**config.mk**
```make
export PLATFORM = sky130hd
export DESIGN_NAME = dsr_dma_status
export DESIGN_NICKNAME = d
export VERILOG_FILES = /design/src/dsr_dma_status.v
export VERILOG_INCLUDE_DIRS = /design/src
export SDC_FILE = /design/constraint.sdc
export NUM_CORES = 1
export LEC_CHECK = 0
export ABC_AREA = 1
export BUFFER_PORTS_ARGS = -buffer_cell sky130_fd_sc_hd__clkbuf_2
export CORE_AREA = 5 5 106 108
export CTS_CLUSTER_DIAMETER = 80
export DETAILED_ROUTE_END_ITERATION = 8
export DIE_AREA = 0 0 111 113
export PLACE_DENSITY = 0.53
export SLEW_MARGIN = 30
export SYNTH_ARGS = -nofsm -noshare
export SYNTH_HDL_FRONTEND = slang
export SYNTH_SLANG_ARGS = --single-unit
```
**constraint.sdc**
```tcl
create_clock -name core_clk -period 1.8 [get_ports core_clk]
set_input_delay 0.09 -clock core_clk [delete_from_list [all_inputs] [get_ports core_clk]]
set_output_delay 0.09 -clock core_clk [all_outputs]
set_load 0.02 [all_outputs]
```
**src/dsr_defs.vh**
```
// Register offsets, field positions and reset values of the DMA status block
`ifndef DSR_DEFS_VH
`define DSR_DEFS_VH
`define DSR_ADDR_STATUS      8'h28
`define DSR_ADDR_MASK        8'h2C
`define DSR_ADDR_CTRL        8'h30
`define DSR_ADDR_DESCSTAT    8'h34
`define DSR_STATUS_RESET     32'h0000_0000
`define DSR_MASK_RESET       32'h0000_0000
`define DSR_BIT_TXDONE       0
`define DSR_BIT_TXSTOP       1
`define DSR_BIT_TXNODESC     2
`define DSR_BIT_TXJABBER     3
`define DSR_BIT_TXUNDER      5
`define DSR_BIT_RXDONE       6
`define DSR_BIT_RXNODESC     7
`define DSR_BIT_RXSTOP       8
`define DSR_BIT_RXWDOG       9
`define DSR_BIT_GPTIMER      11
`define DSR_BIT_BUSFAULT     13
`define DSR_BIT_ABNSUM       15
`define DSR_BIT_NRMSUM       16
`define DSR_FLAG_MASK        32'h0000_2BEF
`define DSR_MASK_BITS        32'h0001_ABEF
`define DSR_NORMAL_SRC       32'h0000_0045
`define DSR_ABNORMAL_SRC     32'h0000_2BAA
`define DSR_TX_STOP          3'h0
`define DSR_TX_SUSP          3'h6
`define DSR_RX_STOP          3'h0
`define DSR_RX_SUSP          3'h4
`define DSR_ERRTYPE_PARITY   3'h0
`define DSR_ERRTYPE_MASTER   3'h1
`define DSR_ERRTYPE_TARGET   3'h2
`endif

```
**src/dsr_dma_status.v**
```verilog
// DMA status register bank with latched flags, summaries, mask and APB slave
`timescale 1ns/1ps
// Contract
// RQ1 - Transmit state reported as read-only three-bit code, no interrupt on change.
// RQ2 - Receive state reported as read-only three-bit code, no interrupt on change.
// RQ3 - Normal summary set when transmit complete, tx descriptor unavailable or rx complete.
// RQ4 - Abnormal summary set when any abnormal flag bit is set.
// RQ5 - Flags latch high until software writes one to that bit.
// RQ6 - Bus fault sets fatal bus error flag and blocks further host bus accesses.
// RQ7 - Software recovers from parity fault with a software reset.
// RQ8 - General timer expiry sets the timer flag.
// RQ9 - Receive watchdog expiry sets the watchdog flag.
// RQ10 - Receive entering stop sets receive stopped flag.
// RQ11 - Unowned receive descriptor sets flag and suspends reception.
// RQ12 - Suspended receive resumes on poll demand with ownership, or new frame.
// RQ13 - Each finished frame reception sets receive complete flag.
// RQ14 - Bus error type codes parity, master, target abort; valid with fatal flag.
// RQ15 - Transmit underflow sets flag, suspends transmit, reports descriptor error.
// RQ16 - Transmit stopped flag set while transmit state is stop.
// RQ17 - Unowned transmit descriptor sets flag and suspends until ownership and poll.
// RQ18 - Reserved bits read zero, writes ignored.
// RQ19 - Writing zero or to state and summary fields changes nothing.
module dsr_dma_status (
   input  wire        core_clk,
   input  wire        rstn,
   input  wire        swReset,
   input  wire        psel,
   input  wire        penable,
   input  wire        pwrite,
   input  wire [7:0]  paddr,
   input  wire [31:0] pwdata,
   output reg  [31:0] prdata,
   output reg         pready,
   output reg         pslverr,
   input  wire [2:0]  txState,
   input  wire [2:0]  rxState,
   input  wire        txComplete,
   input  wire        txDescUnavail,
   input  wire        txJabber,
   input  wire        txUnderflow,
   input  wire        rxComplete,
   input  wire        rxDescUnavail,
   input  wire        rxWatchdog,
   input  wire        gpTimerExpired,
   input  wire        busFault,
   input  wire [2:0]  busFaultType,
   input  wire        rxPollDemand,
   input  wire        txPollDemand,
   input  wire        rxDescOwned,
   input  wire        txDescOwned,
   input  wire        rxNewFrame,
   output reg         irq,
   output reg         hostBusEnable,
   output reg         rxSuspend,
   output reg         txSuspend,
   output reg         txDescUnderflowErr
);
`include "dsr_defs.vh"

   reg  [31:0] flags_reg;
   reg  [31:0] flags_next;
   reg  [31:0] mask_reg;
   reg  [31:0] mask_next;
   reg  [2:0]  busErrType_reg;
   reg  [2:0]  busErrType_next;
   reg         busBlocked_reg;
   reg         busBlocked_next;
   reg  [2:0]  rxStatePrev_reg;
   reg         rxSuspend_next;
   reg         txSuspend_next;
   reg         txDescErr_next;
   reg         irq_next;
   reg         pready_next;
   reg         pslverr_next;
   reg  [31:0] prdata_next;
   reg  [31:0] setVec;
   reg  [31:0] clrVec;
   reg  [31:0] rdData;
   reg         rdOk;

   wire        access;
   wire        wrAccess;
   wire        takeReq;
   wire [31:0] statusView;

   assign access   = psel & penable;
   assign wrAccess = access & pwrite;
   assign takeReq  = access & ~pready;

   // Readable status word: latched flags, summaries and live state fields
   function [31:0] dsr_status_word;
      input [31:0] f;
      input [2:0]  be;
      input [2:0]  ts;
      input [2:0]  rs;
      begin
         dsr_status_word = f & `DSR_FLAG_MASK; // RQ18
         dsr_status_word[`DSR_BIT_NRMSUM] = |(f & `DSR_NORMAL_SRC); // RQ3
         dsr_status_word[`DSR_BIT_ABNSUM] = |(f & `DSR_ABNORMAL_SRC); // RQ4
         dsr_status_word[25:23] = be; // RQ14
         dsr_status_word[22:20] = ts; // RQ1
         dsr_status_word[19:17] = rs; // RQ2
      end
   endfunction

   function dsr_hit;
      input [7:0] addr;
      input [7:0] target;
      begin
         dsr_hit = (addr == target);
      end
   endfunction

   assign statusView = dsr_status_word(flags_reg, busErrType_reg, txState, rxState);

   // Events gathered into one set vector; txState and rxState feed only the two stop flags
   always @* begin
      setVec = 32'h0000_0000;
      setVec[`DSR_BIT_TXDONE] = txComplete;
      setVec[`DSR_BIT_TXSTOP] = (txState == `DSR_TX_STOP); // RQ16
      setVec[`DSR_BIT_TXNODESC] = txDescUnavail; // RQ17
      setVec[`DSR_BIT_TXJABBER] = txJabber;
      setVec[`DSR_BIT_TXUNDER] = txUnderflow; // RQ15
      setVec[`DSR_BIT_RXDONE] = rxComplete; // RQ13
      setVec[`DSR_BIT_RXNODESC] = rxDescUnavail; // RQ11
      setVec[`DSR_BIT_RXSTOP] = (rxState == `DSR_RX_STOP) &&
                                (rxStatePrev_reg != `DSR_RX_STOP); // RQ10
      setVec[`DSR_BIT_RXWDOG] = rxWatchdog; // RQ9
      setVec[`DSR_BIT_GPTIMER] = gpTimerExpired; // RQ8
      setVec[`DSR_BIT_BUSFAULT] = busFault; // RQ6
   end

   // Set wins over a simultaneous write-one clear so no event is lost
   always @* begin
      clrVec = 32'h0000_0000;
      if (wrAccess && dsr_hit(paddr, `DSR_ADDR_STATUS))
         clrVec = pwdata & `DSR_FLAG_MASK; // RQ19
      flags_next = ((flags_reg & ~clrVec) | setVec) & `DSR_FLAG_MASK; // RQ5
   end

   always @* begin
      mask_next = mask_reg;
      if (takeReq && pwrite && dsr_hit(paddr, `DSR_ADDR_MASK))
         mask_next = pwdata & `DSR_MASK_BITS; // RQ18
   end

   // Error type is kept until reset or the next bus fault so software can still read it later
   always @* begin
      busErrType_next = busErrType_reg;
      busBlocked_next = busBlocked_reg;
      if (busFault) begin
         busErrType_next = busFaultType; // RQ14
         busBlocked_next = 1'b1; // RQ6
      end
   end

   always @* begin
      rxSuspend_next = rxSuspend;
      if (rxDescUnavail)
         rxSuspend_next = 1'b1; // RQ11
      else if ((rxPollDemand && rxDescOwned) || rxNewFrame)
         rxSuspend_next = 1'b0; // RQ12
   end

   always @* begin
      txSuspend_next = txSuspend;
      if (txDescUnavail || txUnderflow)
         txSuspend_next = 1'b1; // RQ17
      else if (txPollDemand && txDescOwned)
         txSuspend_next = 1'b0; // RQ17
   end

   always @* begin
      txDescErr_next = txDescUnderflowErr;
      if (txUnderflow)
         txDescErr_next = 1'b1; // RQ15
      else if (txPollDemand && txDescOwned)
         txDescErr_next = 1'b0;
   end

   // Interrupt follows the flags of the same edge, summaries included
   always @* begin
      irq_next = |(dsr_status_word(flags_next, 3'h0, 3'h0, 3'h0) & mask_reg);
   end

   always @* begin
      rdOk   = 1'b1;
      rdData = 32'h0000_0000;
      case (paddr)
         `DSR_ADDR_STATUS:   rdData = statusView;
         `DSR_ADDR_MASK:     rdData = mask_reg & `DSR_MASK_BITS;
         `DSR_ADDR_CTRL:     rdData = {{31{1'b0}}, busBlocked_reg};
         `DSR_ADDR_DESCSTAT: rdData = {{29{1'b0}}, txDescUnderflowErr, txSuspend, rxSuspend};
         default:            rdOk = 1'b0;
      endcase
   end

   // One wait state: answer in the second cycle after setup with penable high
   always @* begin
      pready_next  = 1'b0;
      pslverr_next = 1'b0;
      prdata_next  = prdata;
      if (takeReq) begin
         pready_next  = 1'b1;
         pslverr_next = ~rdOk;
         prdata_next  = pwrite ? 32'h0000_0000 : rdData;
      end
   end

   always @(posedge core_clk or negedge rstn) begin
      if (!rstn) begin
         flags_reg <= `DSR_STATUS_RESET;
      end else if (swReset) begin
         flags_reg <= `DSR_STATUS_RESET; // RQ7
      end else begin
         flags_reg <= flags_next; // RQ5
      end
   end

   always @(posedge core_clk or negedge rstn) begin
      if (!rstn) begin
         mask_reg <= `DSR_MASK_RESET;
      end else if (swReset) begin
         mask_reg <= `DSR_MASK_RESET;
      end else begin
         mask_reg <= mask_next;
      end
   end

   // Software reset or rstn low is the only way out of a fatal bus error
   always @(posedge core_clk or negedge rstn) begin
      if (!rstn) begin
         busErrType_reg <= 3'h0;
         busBlocked_reg <= 1'b0;
      end else if (swReset) begin
         busErrType_reg <= 3'h0;
         busBlocked_reg <= 1'b0; // RQ7
      end else begin
         busErrType_reg <= busErrType_next;
         busBlocked_reg <= busBlocked_next;
      end
   end

   // Fault blocks the host bus in the very next cycle, not one later
   always @(posedge core_clk or negedge rstn) begin
      if (!rstn) begin
         hostBusEnable <= 1'b1;
      end else if (swReset) begin
         hostBusEnable <= 1'b1;
      end else begin
         hostBusEnable <= ~(busBlocked_reg | busFault); // RQ6
      end
   end

   // Taken from the live state so no false stop edge follows a reset
   always @(posedge core_clk or negedge rstn) begin
      if (!rstn) begin
         rxStatePrev_reg <= 3'h0;
      end else begin
         rxStatePrev_reg <= rxState;
      end
   end

   always @(posedge core_clk or negedge rstn) begin
      if (!rstn) begin
         rxSuspend <= 1'b0;
      end else if (swReset) begin
         rxSuspend <= 1'b0;
      end else begin
         rxSuspend <= rxSuspend_next;
      end
   end

   always @(posedge core_clk or negedge rstn) begin
      if (!rstn) begin
         txSuspend <= 1'b0;
      end else if (swReset) begin
         txSuspend <= 1'b0;
      end else begin
         txSuspend <= txSuspend_next;
      end
   end

   always @(posedge core_clk or negedge rstn) begin
      if (!rstn) begin
         txDescUnderflowErr <= 1'b0;
      end else if (swReset) begin
         txDescUnderflowErr <= 1'b0;
      end else begin
         txDescUnderflowErr <= txDescErr_next;
      end
   end

   always @(posedge core_clk or negedge rstn) begin
      if (!rstn) begin
         irq <= 1'b0;
      end else if (swReset) begin
         irq <= 1'b0;
      end else begin
         irq <= irq_next;
      end
   end

   always @(posedge core_clk or negedge rstn) begin
      if (!rstn) begin
         pready  <= 1'b0;
         pslverr <= 1'b0;
         prdata  <= 32'h0000_0000;
      end else if (swReset) begin
         pready  <= 1'b0;
         pslverr <= 1'b0;
         prdata  <= 32'h0000_0000;
      end else begin
         pready  <= pready_next;
         pslverr <= pslverr_next;
         prdata  <= prdata_next;
      end
   end

endmodule

```
======== Word level (Yosys, flattened, before mapping) ========
Index checks and enable logic that the tools add are counted.
storage, ports and cells
  flip-flop bits (word level) ............. 92
  output and inout bits ................... 39
  logic and storage cells ................. 78
cells by class
  equality and inequality tests ........... 4
  muxes and demuxes ....................... 27
  bitwise logic cells ..................... 11
  reduce and logical (&&, ||, !) cells .... 23
operators by type and width
  cell                  count
  $mux W32              5
  $pmux W26 S4          1
  $and A17 B32 Y32      1
  $eq A8 B6 Y1 const B  4
  $reduce_or A32 Y1     1
  $mux W14              2
  $mux W1               17
  $reduce_or A8 Y1      2
  $and A14 B14 Y14      1
  $not A14 Y14          1
  $or A14 B14 Y14       1
  $reduce_bool A3 Y1    4
  $logic_and A1 B1 Y1   6
  $logic_not A3 Y1      2
  $mux W3               2
  $reduce_bool A2 Y1    3
  $reduce_or A3 Y1      2
  $reduce_or A4 Y1      1
  $and A1 B1 Y1         3
  $not A1 Y1            3
  $logic_or A1 B1 Y1    2
  $or A1 B1 Y1          1

======== Logic depth before layout (Yosys ltp) ========
Gate-level depths: netlist (run 1).
  depth after elaboration ................. 11
  mapped depth ............................ 14
  mapped depth without buffers ............ 14

======== Worst setup path before layout (run 1) ========
Ideal clock, no wire load.
  path kind ............................... register to register
  from .................................... reg pready
  to ...................................... reg mask_reg[3]
  setup time .............................. 83 ps
  data arrival time ....................... 1,216 ps
  setup slack ............................. 501 ps
  stages on the path, launching flop included .. 9
  clock period less this slack ............ 1,299 ps
  cells stage by stage .................... dfrtp_1 nor2_1 inv_2 nor2_1 nand2_1 nand2_2 buf_2 nand3_1 o21ai_0
on the way
  word-level cells in the longest chain between the ends .. 5
RTL lines
  item                               RTL line              source
  start: declaration                 dsr_dma_status.v:33   output reg pready,
  start signal: assignment           dsr_dma_status.v:314  pready <= pready_next;
  $not A1 Y1                         dsr_dma_status.v:88   assign takeReq = access & ~pready;
  $and A1 B1 Y1                      dsr_dma_status.v:88
  $logic_and A1 B1 Y1 (2 in series)  dsr_dma_status.v:143  if (takeReq && pwrite && dsr_hit(paddr, `DSR_ADDR_MASK))
  $reduce_bool A2 Y1 (no line)       n/a
  end signal: assignment             dsr_dma_status.v:222  mask_reg <= `DSR_MASK_RESET;
  end signal: assignment             dsr_dma_status.v:224  mask_reg <= `DSR_MASK_RESET;
  end signal: assignment             dsr_dma_status.v:226  mask_reg <= mask_next;
  end: declaration                   dsr_dma_status.v:62   reg [31:0] mask_reg;
No other way between the ends.
A chain may end at the register's enable or synchronous reset.

======== Worst setup path in the final report (run 1) ========
  from .................................... reg pready
  to ...................................... reg mask_reg[0]
The elaborated chain is that of the path after synthesis.

==> impl_metrics.yaml, run 1 <==
yosys:
  syn-cell-area_mm2: 0.00295
  avgSynthCellArea_um2: 8.07
  synth.distinct_cells: 30
  synth.area.top_cells: "sky130_fd_sc_hd__dfrtp_1 (50%), sky130_fd_sc_hd__nand2_1 (9.2%), sky130_fd_sc_hd__nand3_1 (7.3%), sky130_fd_sc_hd__o21ai_0 (6.5%), sky130_fd_sc_hd__inv_1 (5.5%)"
  ys_warn_count: 0
  post_synth_inst_count: 365
  synth.ff_latch_count: 60
  synth_area_leader_cell: "sky130_fd_sc_hd__dfrtp_1"
  ys_seq_area_share_pct: 51.0
  area_share_of_the_largest_cell_type_after_synthesis_pct: 50.1
route:
  vias: 2775
  initialDrtViolationCount: 193
  finalWirelength_mm: 8.76
  detail_route.vias_per_cell: 4.59
  first_pass_iteration_count_of_the_detailed_router: 4
  drt-wirelength-per-cell_um: 14.5
  drc: 0
  final_antenna_net_count: 0
worst_setup_path:
  setup.worst_path.class: "register to register"
  reg2reg_from: "pready$_DFF_PN0_"
  timing.critical_path.cells: "nor2_1 -> inv_2 -> nor2_1 -> nand2_1 -> nand2_2 -> nand3_1 -> o21ai_0"
  largest_fanout_on_the_critical_path: 25
  worst-endpoint-required_ns: 2.04
  worstSetupEndpointType: "register"
  critical-path-max-stage-delay_ns: 0.38
  critical-path-top-cell-by-count: "sky130_fd_sc_hd__nor2_1"
  worst_ep_arrival_time_ns: 1.67
  startpoint_type: "register"
  cpMaxStageDelayCell: "sky130_fd_sc_hd__dfrtp_1"
  worstSetupStartpoint: "pready$_DFF_PN0_"
power:
  power_density_mw_per_mm2: 761
  peakVddDrop_mv: 0.344
  leakage_power_figure_nw: 1.90
grt:
  first_pass_grt_wire_length_mm: 14.5
  grt.total_usage_pct: 14.3
  grt_start_max_net_pins: 26
  grt_pass1_vias: 2826
  antenna_found_initial: 0
  grt.overflow.total: 0
placement:
  gp_congestion: 0.826
  detailedPlacementHpwl_mm: 6.72
  port-buffer-count: 78
status:
  run_status: "completed"
clock_tree:
  cts_made_buffers: 9
  tritoncts_num_sinks: 60
  cts_tree: "done"
  cts_max_level: 3
  path_clk_slew_ns: 0.07
  cts.root.buffer_cell: "sky130_fd_sc_hd__clkbuf_8"
  clk_latency_ns: 0.34
  postcts_setup_bufs: 0
  cts_buffer_depth: 2
worst_hold_path:
  holdCritPathClass: "input port to register"
  worst_hold_startpoint: "txJabber"
floorplanning:
  boundaryPins: 108
  die_area_mm2: 0.0125
  placementRows: 37
  dieHeight_um: 113
  die-width_um: 111
  initial_utilization_pct: 29.1
  coreArea_mm2: 0.0101
finish:
  final_cell_mix: "sky130_fd_sc_hd__clkbuf_2 (78), sky130_fd_sc_hd__nand2_1 (72), sky130_fd_sc_hd__dfrtp_1 (59), sky130_fd_sc_hd__inv_1 (43), sky130_fd_sc_hd__nand3_1 (43)"
  final_common_cell: "sky130_fd_sc_hd__clkbuf_2"
  largest_reg_flops: 22
  layout.nets: 532
  area_added_between_synthesis_and_finish_pct: 29.6
  num_antenna_cells: 0
  post_route_cells_drive_above_1_share_pct: 26.3
timing:
  final_max_slew_viol_count: 0
  grt_setup_unrepaired: "no"
  fmax_mhz: 698
  hold_violations: 0
  timing.final.crit_share_pct: 79.6
  final_period_minus_worst_setup_slack_ns: 1.43
  worst_pin_slew_ns: 0.591
  finClkSkew_ns: 0.00778
  tns_ns: 0
  timing.final.setup_violations: 0
  hold_slack_ns: 0.0126
  timing.max_slew.rel_slack_pct: 60.6
job:
  timing.max_cap.violations: 0
-- through the flow --
stage          total power [mW]  setup WS [ns]  cells  cell area (um2)  utilization, %
4_1_cts                    2.94          0.333    604             3820            37.7
3_3_place_gp               1.83          0.281    577             3530            34.8
5_1_grt                    3.05          0.210    604             3820            37.7
3_5_place_dp               1.83          0.272    577             3530            34.8
6_report                   2.91          0.367    604             3820            37.7
2_1_floorplan              1.67          0.501    374             2980               -
-- cells in the mapped netlist (all sizes together) --
library cell / number
buf: 17
dfstp: 1
conb: 1
nand3: 44
o31ai: 3
o221ai: 1
nand3b: 1
nand2: 76
o21ai: 42
a31oi: 1
nand4: 13
inv: 49
nor4: 2
o22ai: 1
dfrtp: 59
clkinv: 1
a21oi: 16
clkbuf: 9
nor3: 4
a221oi: 2
nor2: 22
-- power breakdown --
part | switching [mW] | total [mW] | leakage, nW | internal, mW
logic | 0.239 | 0.376 | 1.02 | 0.137
clock network | 0.558 | 1.09 | 0.0803 | 0.531
registers | 0.0370 | 1.44 | 0.791 | 1.41
-- final timing paths --
check                           slack [ns]  cells past startpoint                              to
max in group asynchronous             0.99                      3          flags_reg[9]$_DFF_PN0_
min in group asynchronous             0.29                      2  txDescUnderflowErr$_DFFE_PN0P_
worst min register to register        0.52                      2           prdata[9]$_DFFE_PN0P_
worst max register to register        0.37                      7         mask_reg[0]$_DFFE_PN0P_
worst max-delay path                  0.37                      7         mask_reg[0]$_DFFE_PN0P_
worst min-delay path                  0.01                      3          flags_reg[3]$_DFF_PN0_
-- layer usage --
layer / vias to the layer above / share of wire (%) / GRT usage (%) / wire [um]
met5: - / 0 / 0 / 0
met3: 10 / 5.5 / 2.41 / 480
li1: 1375 / - / - / -
met4: 0 / 1.4 / 5.17 / 125
met1: 1293 / 45 / 19.4 / 3960
met2: 97 / 48 / 23.2 / 4200
-- cells by family after synthesis --
| family | after synthesis | share of synthesized area (%) |
|---|---|---|
| AOI/OAI and AO/OA | 66 | 11.9 |
| buffers and inverters | 76 | 11.8 |
| DFF | 60 | 51.0 |
| other | 1 | 0.127 |
| and+or+nand+nor | 162 | 25.1 |
-- timing repair --
| action | CTS | global route |
|---|---|---|
| endpoints found under the hold margin | 28 | 0 |
| hold buffers | 11 | 0 |
| resized for setup | 0 | 0 |
-- critical path, delay by kind of cell, from the launching register on --
family                 cells  cell delay, ns
and+or+nand+nor            5            0.77
DFF                        1            0.38
AOI/OAI and AO/OA          1            0.11
buffers and inverters      1            0.08
-- area by class of cell --
cell class / count / area [um2]
fillers: 1100 / 6320
flip-flops and latches: 60 / 1500
multi-input cells: 238 / 1130
repair buffers: 104 / 651
inverters: 50 / 190
well taps: 136 / 170
clock buffers: 10 / 138
clock inverters: 6 / 40.0
(Power assumes the default switching activity.)
==> run 2: changes to the inputs <==
PLACE_DENSITY = 0.55   (was 0.53)
clock period = 1.3 ns   (was 1.8 ns; I/O delays follow)
==> run 2 against run 1 <==
The run now ends with negative hold slack, negative setup slack left; final area is 15% higher; fmax is 3.4% higher; non-clock buffer count is 40 higher; clock power is 56% higher; clock-buffer cell count stayed put; total power is 51% higher; routed wire length is 5.5% higher; register-to-register slack worse by 0.45 ns; sequential cell count stayed put; largest power group unchanged.
==> impl_metrics.yaml, run 2 (same netlist as run 1, synthesis figures left out) <==
floorplanning:
  dieHeight_um: 113
  die_area_mm2: 0.0125
  coreArea_mm2: 0.0101
  die-width_um: 111
  initial_utilization_pct: 29.1
  placementRows: 37
  boundaryPins: 108
finish:
  num_antenna_cells: 0
  final_cell_mix: "sky130_fd_sc_hd__clkbuf_2 (78), sky130_fd_sc_hd__nand2_1 (67), sky130_fd_sc_hd__dfrtp_1 (59), sky130_fd_sc_hd__inv_1 (43), sky130_fd_sc_hd__nand3_1 (30)"
  post_route_cells_drive_above_1_share_pct: 33.9
  layout.nets: 572
  final_common_cell: "sky130_fd_sc_hd__clkbuf_2"
  regArea_mm2: 0.00150
  multi_input_area_mm2: 0.00125
  fin_util_pct: 43.3
  area_added_between_synthesis_and_finish_pct: 48.8
  largest_reg_flops: 22
  fillers: 1030
grt:
  grt_pass1_vias: 2939
  grt_start_max_net_pins: 61
  grt.total_usage_pct: 14.4
  first_pass_grt_wire_length_mm: 14.4
  grt.overflow.total: 0
  antenna_found_initial: 0
worst_setup_path:
  setup.worst_path.class: "register to register"
  critical-path-max-stage-delay_ns: 0.37
  cpMaxStageDelayCell: "sky130_fd_sc_hd__dfrtp_1"
  worstSetupEndpointType: "register"
  worst-endpoint-required_ns: 1.53
  largest_fanout_on_the_critical_path: 2
  worst_ep_arrival_time_ns: 1.61
  timing.critical_path.cells: "o31ai_2 -> buf_4 -> nand2_4 -> nand2_2 -> nand2_2 -> nor2_2 -> nand2_1 -> nor2_1 -> a21oi_1"
  startpoint_type: "register"
  critical-path-top-cell-by-count: "sky130_fd_sc_hd__nand2_2"
placement:
  port-buffer-count: 78
  gp_congestion: 0.826
  pre_cts_ws_ns: -0.129
  detailedPlacementHpwl_mm: 6.51
timing:
  hold_violations: 1
  timing.final.crit_share_pct: 107
  finalWorstSetupSlack_ns: -0.0858
  finClkSkew_ns: 0.00594
  fmax_mhz: 722
  grt_setup_unrepaired: "yes"
  hold_slack_ns: -0.00199
  final_period_minus_worst_setup_slack_ns: 1.39
  final_max_slew_viol_count: 0
  timing.final.setup_violations: 1
clock_tree:
  cts_max_level: 3
  path_clk_slew_ns: 0.07
  cts_made_buffers: 9
  cts_buffer_depth: 2
  cts.root.buffer_cell: "sky130_fd_sc_hd__clkbuf_8"
  clk_latency_ns: 0.33
  tritoncts_num_sinks: 60
  cts_tree: "done"
route:
  finalWirelength_mm: 9.24
  drt-wirelength-per-cell_um: 14.3
  drc: 0
  vias: 3008
  detail_route.vias_per_cell: 4.67
  first_pass_iteration_count_of_the_detailed_router: 4
  initialDrtViolationCount: 133
  final_antenna_net_count: 0
power:
  power_density_mw_per_mm2: 999
  leakage_power_figure_nw: 2.14
  peakVddDrop_mv: 0.771
job:
  timing.max_cap.violations: 0
status:
  violations_in_the_final_reports: "negative hold slack, negative setup slack"
  run_status: "complete, but fails checks"
worst_hold_path:
  holdCritPathClass: "input port to register"
[run 2: final cells by class]
class | instances | share of cell area [%]
Clock buffer | 10 | 3.14
Clock inverter | 6 | 1.46
Inverter | 50 | 4.42
Multi-Input combinational cell | 238 | 28.6
Sequential cell | 60 | 34.3
Tap cell | 136 | 3.88
Timing Repair Buffer | 144 | 24.3
[run 2: power breakdown]
| part | total, mW | switching [mW] | internal (mW) |
|---|---|---|---|
| registers | 2.00 | 0.0541 | 1.95 |
| clock network | 1.70 | 0.764 | 0.933 |
| logic | 0.683 | 0.387 | 0.296 |
| total | 4.38 | 1.20 | 3.18 |
[run 2: timing repair]
item,4_1_cts,5_1_grt
pin swaps,7,10
hold endpoints to repair,85,3
gates cloned,0,3
resized for setup,3,42
buffers inserted,0,4
hold buffers,26,3
setup endpoints to repair,7,36
[run 2: layer usage]
metal,track usage [%],vias to the layer above,share of wire [%],routed length (um)
li1,-,1461,-,-
met1,17.9,1437,44,4080
met2,24.5,102,49,4510
met3,4.44,8,6.2,577
met4,3.45,0,0.82,76
met5,0,-,0,0
[run 2: critical path, delay by kind of cell, from the launching register on]
family,cells,cell delay (ns)
buf+inv,1,0.18
flops,1,0.37
simple gates,6,0.37
compound gates,2,0.36
[run 2: worst paths after layout]
| check | startpoint | to | slack, ns | cells past startpoint |
|---|---|---|---|---|
| max in group asynchronous | rstn | hostBusEnable$_DFF_PN1_ | 0.71 | 3 |
| min reg2reg | prdata[24]$_DFFE_PN0P_ | prdata[24]$_DFFE_PN0P_ | 0.51 | 2 |
| min | pwdata[8] | mask_reg[8]$_DFFE_PN0P_ | -0.002 | 3 |
| max | rxStatePrev_reg[1]$_DFF_PN0_ | irq$_DFF_PN0_ | -0.09 | 9 |
| max reg2reg | rxStatePrev_reg[1]$_DFF_PN0_ | irq$_DFF_PN0_ | -0.09 | 9 |
| min in group asynchronous | rstn | flags_reg[5]$_DFF_PN0_ | 0.28 | 3 |
[run 2: stage by stage]
step                setup TNS [ns]  total power, mW  hold WS, ns  instance area, um2  instances
floorplan                        0             2.31       -0.231                2980        374
global route                -0.502             4.60       0.0100                4390        644
finish                     -0.0858             4.38     -0.00199                4390        644
detailed placement          -0.356             2.58        0.113                3670        592
CTS                         -0.102             4.35      0.00251                4140        634
global placement            -0.257             2.57        0.116                3670        592
==> run 3: changes to the inputs <==
CORE_AREA = 5 5 87 89   (was 5 5 106 108)
DIE_AREA = 0 0 92 94   (was 0 0 111 113)
PLACE_DENSITY = 0.77   (was 0.55)
==> run 3 against run 2 <==
The run still ends with negative hold slack, negative setup slack left; total power increased by 8.0%; final area decreased by 0.34%; clock power increased by 19%; register-to-register slack about the same; global-route usage increased by 8.1 points; routed wire length increased by 5.6%; worst setup slack got worse by 0.0071 ns; die area decreased by 31%; fmax decreased by 0.51%; clock-buffer cell count increased by 1; combinational power increased by 4.0%; cell count decreased by 8.9%; critical path type unchanged; largest power group is now clock; highest routed layer unchanged.
==> impl_metrics.yaml, run 3 (same netlist as run 1, synthesis figures left out) <==
worst_setup_path:
  critical-path-max-stage-delay_ns: 0.37
  worstSetupEndpointType: "register"
  timing.critical_path.cells: "o31ai_2 -> buf_4 -> nand2_2 -> nand2_1 -> nand2_1 -> nor2_1 -> nand2_1 -> nor2_2 -> a21oi_2"
  worst-endpoint-required_ns: 1.53
  largest_fanout_on_the_critical_path: 2
  startpoint_type: "register"
  critical-path-top-cell-by-count: "sky130_fd_sc_hd__nand2_1"
  cpMaxStageDelayCell: "sky130_fd_sc_hd__dfrtp_1"
  worst_ep_arrival_time_ns: 1.62
  setup.worst_path.class: "register to register"
clock_tree:
  tritoncts_num_sinks: 60
  path_clk_slew_ns: 0.07
  cts.root.buffer_cell: "sky130_fd_sc_hd__clkbuf_8"
  cts_made_buffers: 9
  clk_latency_ns: 0.35
  cts_buffer_depth: 2
  cts_max_level: 3
  cts_tree: "done"
timing:
  finClkSkew_ns: 0.00978
  hold_slack_ns: -0.00478
  grt_setup_unrepaired: "yes"
  fmax_mhz: 718
  finalWorstSetupSlack_ns: -0.0929
  hold_violations: 1
  timing.final.crit_share_pct: 107
  final_max_slew_viol_count: 0
  final_period_minus_worst_setup_slack_ns: 1.39
  timing.final.setup_violations: 12
floorplanning:
  coreArea_mm2: 0.00668
  dieHeight_um: 94
  boundaryPins: 108
  initial_utilization_pct: 44.1
  placementRows: 30
  die_area_mm2: 0.00865
  die-width_um: 92
placement:
  gp_congestion: 0.878
  post_dp_cell_area_mm2: 0.00361
  detailedPlacementHpwl_mm: 6.25
  pre_cts_ws_ns: -0.101
  port-buffer-count: 78
power:
  leakage_power_figure_nw: 2.15
  p_clk_share_pct: 42.6
  power.internal_mw: 3.52
  sequentialPowerShare_pct: 42.4
  power.switching_mw: 1.22
  power.share.combinational_pct: 15.0
  peakVddDrop_mv: 0.663
  p_sw_share_pct: 25.7
  power.total_mw: 4.73
  power_density_mw_per_mm2: 1080
route:
  initialDrtViolationCount: 224
  vias: 3165
  finalWirelength_mm: 9.76
  drt-wirelength-per-cell_um: 16.6
  final_antenna_net_count: 0
  drc: 0
  detail_route.vias_per_cell: 5.39
  first_pass_iteration_count_of_the_detailed_router: 5
status:
  violations_in_the_final_reports: "negative hold slack, negative setup slack"
  run_status: "complete, but fails checks"
worst_hold_path:
  holdCritPathClass: "input port to register"
finish:
  final_common_cell: "sky130_fd_sc_hd__clkbuf_2"
  postLayoutCellArea_mm2: 0.00437
  final_cell_mix: "sky130_fd_sc_hd__clkbuf_2 (77), sky130_fd_sc_hd__nand2_1 (69), sky130_fd_sc_hd__dfrtp_1 (59), sky130_fd_sc_hd__inv_1 (43)"
  num_antenna_cells: 0
  largest_reg_flops: 22
  layout.nets: 571
  multi_input_area_mm2: 0.00128
  fin_util_pct: 65.4
  area_added_between_synthesis_and_finish_pct: 48.3
  regArea_mm2: 0.00150
  post_route_cells_drive_above_1_share_pct: 34.3
  fillers: 548
grt:
  antenna_found_initial: 0
  grt_pass1_vias: 3181
  grt.overflow.total: 0
  grt_start_max_net_pins: 35
  grt.total_usage_pct: 22.5
  first_pass_grt_wire_length_mm: 15.2
job:
  timing.max_cap.violations: 0
run 3: cell count changes in the layout (fill, tap and decap cells not counted), moves of 2 or more:
cell	delta
sky130_fd_sc_hd__nand3_2	-2
sky130_fd_sc_hd__nand3_4	+3
sky130_fd_sc_hd__bufinv_16	+2
sky130_fd_sc_hd__nor2_2	+2
sky130_fd_sc_hd__clkinvlp_4	-2
sky130_fd_sc_hd__a21oi_2	+2
sky130_fd_sc_hd__a21oi_1	-2
sky130_fd_sc_hd__clkbuf_1	+2
sky130_fd_sc_hd__nand2_1	+2
run 3: through the flow:
step | cells | TNS, ns
floorplan | 374 | 0
global placement | 539 | -0.220
detailed placement | 539 | -1.66
CTS | 579 | -0.0904
global route | 587 | -1.39
finish | 587 | -0.459
run 3: layout make-up:
type / count / area share (%)
sequential: 60 / 34.4
clock inverter: 5 / 2.29
timing repair buffer: 143 / 24.2
inverter: 50 / 4.44
tap: 80 / 2.29
multi-input combinational: 238 / 29.4
clock buffer: 11 / 3.01
run 3: final timing paths:
kind	from	end	slack, ns	cells past startpoint
worst max-delay path	rxStatePrev_reg[1]$_DFF_PN0_	irq$_DFF_PN0_	-0.09	9
worst min-delay path	pwdata[0]	mask_reg[0]$_DFFE_PN0P_	-0.005	3
worst max register to register	rxStatePrev_reg[1]$_DFF_PN0_	irq$_DFF_PN0_	-0.09	9
worst min register to register	busErrType_reg[2]$_DFFE_PN0P_	busErrType_reg[2]$_DFFE_PN0P_	0.51	2
max in group asynchronous	rstn	prdata[18]$_DFFE_PN0P_	0.56	3
min in group asynchronous	rstn	prdata[0]$_DFFE_PN0P_	0.18	2
run 3: what timing repair did:
action / 4_1_cts / 5_1_grt
hold buffers: 23 / 5
gates cloned: 1 / 2
gates resized for setup: 8 / 45
hold endpoints to repair: 33 / 5
setup buffers: 0 / 2
setup endpoints to repair: 11 / 33
pin swaps: 2 / 6
run 3: critical path: cells and delay by family (launching register included):
| family | cells | cell delay [ns] |
|---|---|---|
| buffers and inverters | 1 | 0.17 |
| AO/OA/AOI/OAI | 2 | 0.31 |
| flip-flops | 1 | 0.37 |
| AND/OR/NAND/NOR | 6 | 0.44 |
run 3: power by group through the flow:
stage                     clock, mW  sequential, mW  combinational (mW)
after floorplan                   0            2.04               0.273
after global placement            0            2.03               0.521
after detailed placement          0            2.04               0.536
after CTS                      2.03            2.00               0.611
after global routing           2.11            2.01               0.774
final                          2.02            2.01               0.710
run 3: metal layers:
metal,GRT usage (%),share of wire [%]
met2,38.9,50
met3,4.89,7.5
met1,27.7,40
met4,8.04,2.2
met5,0,0
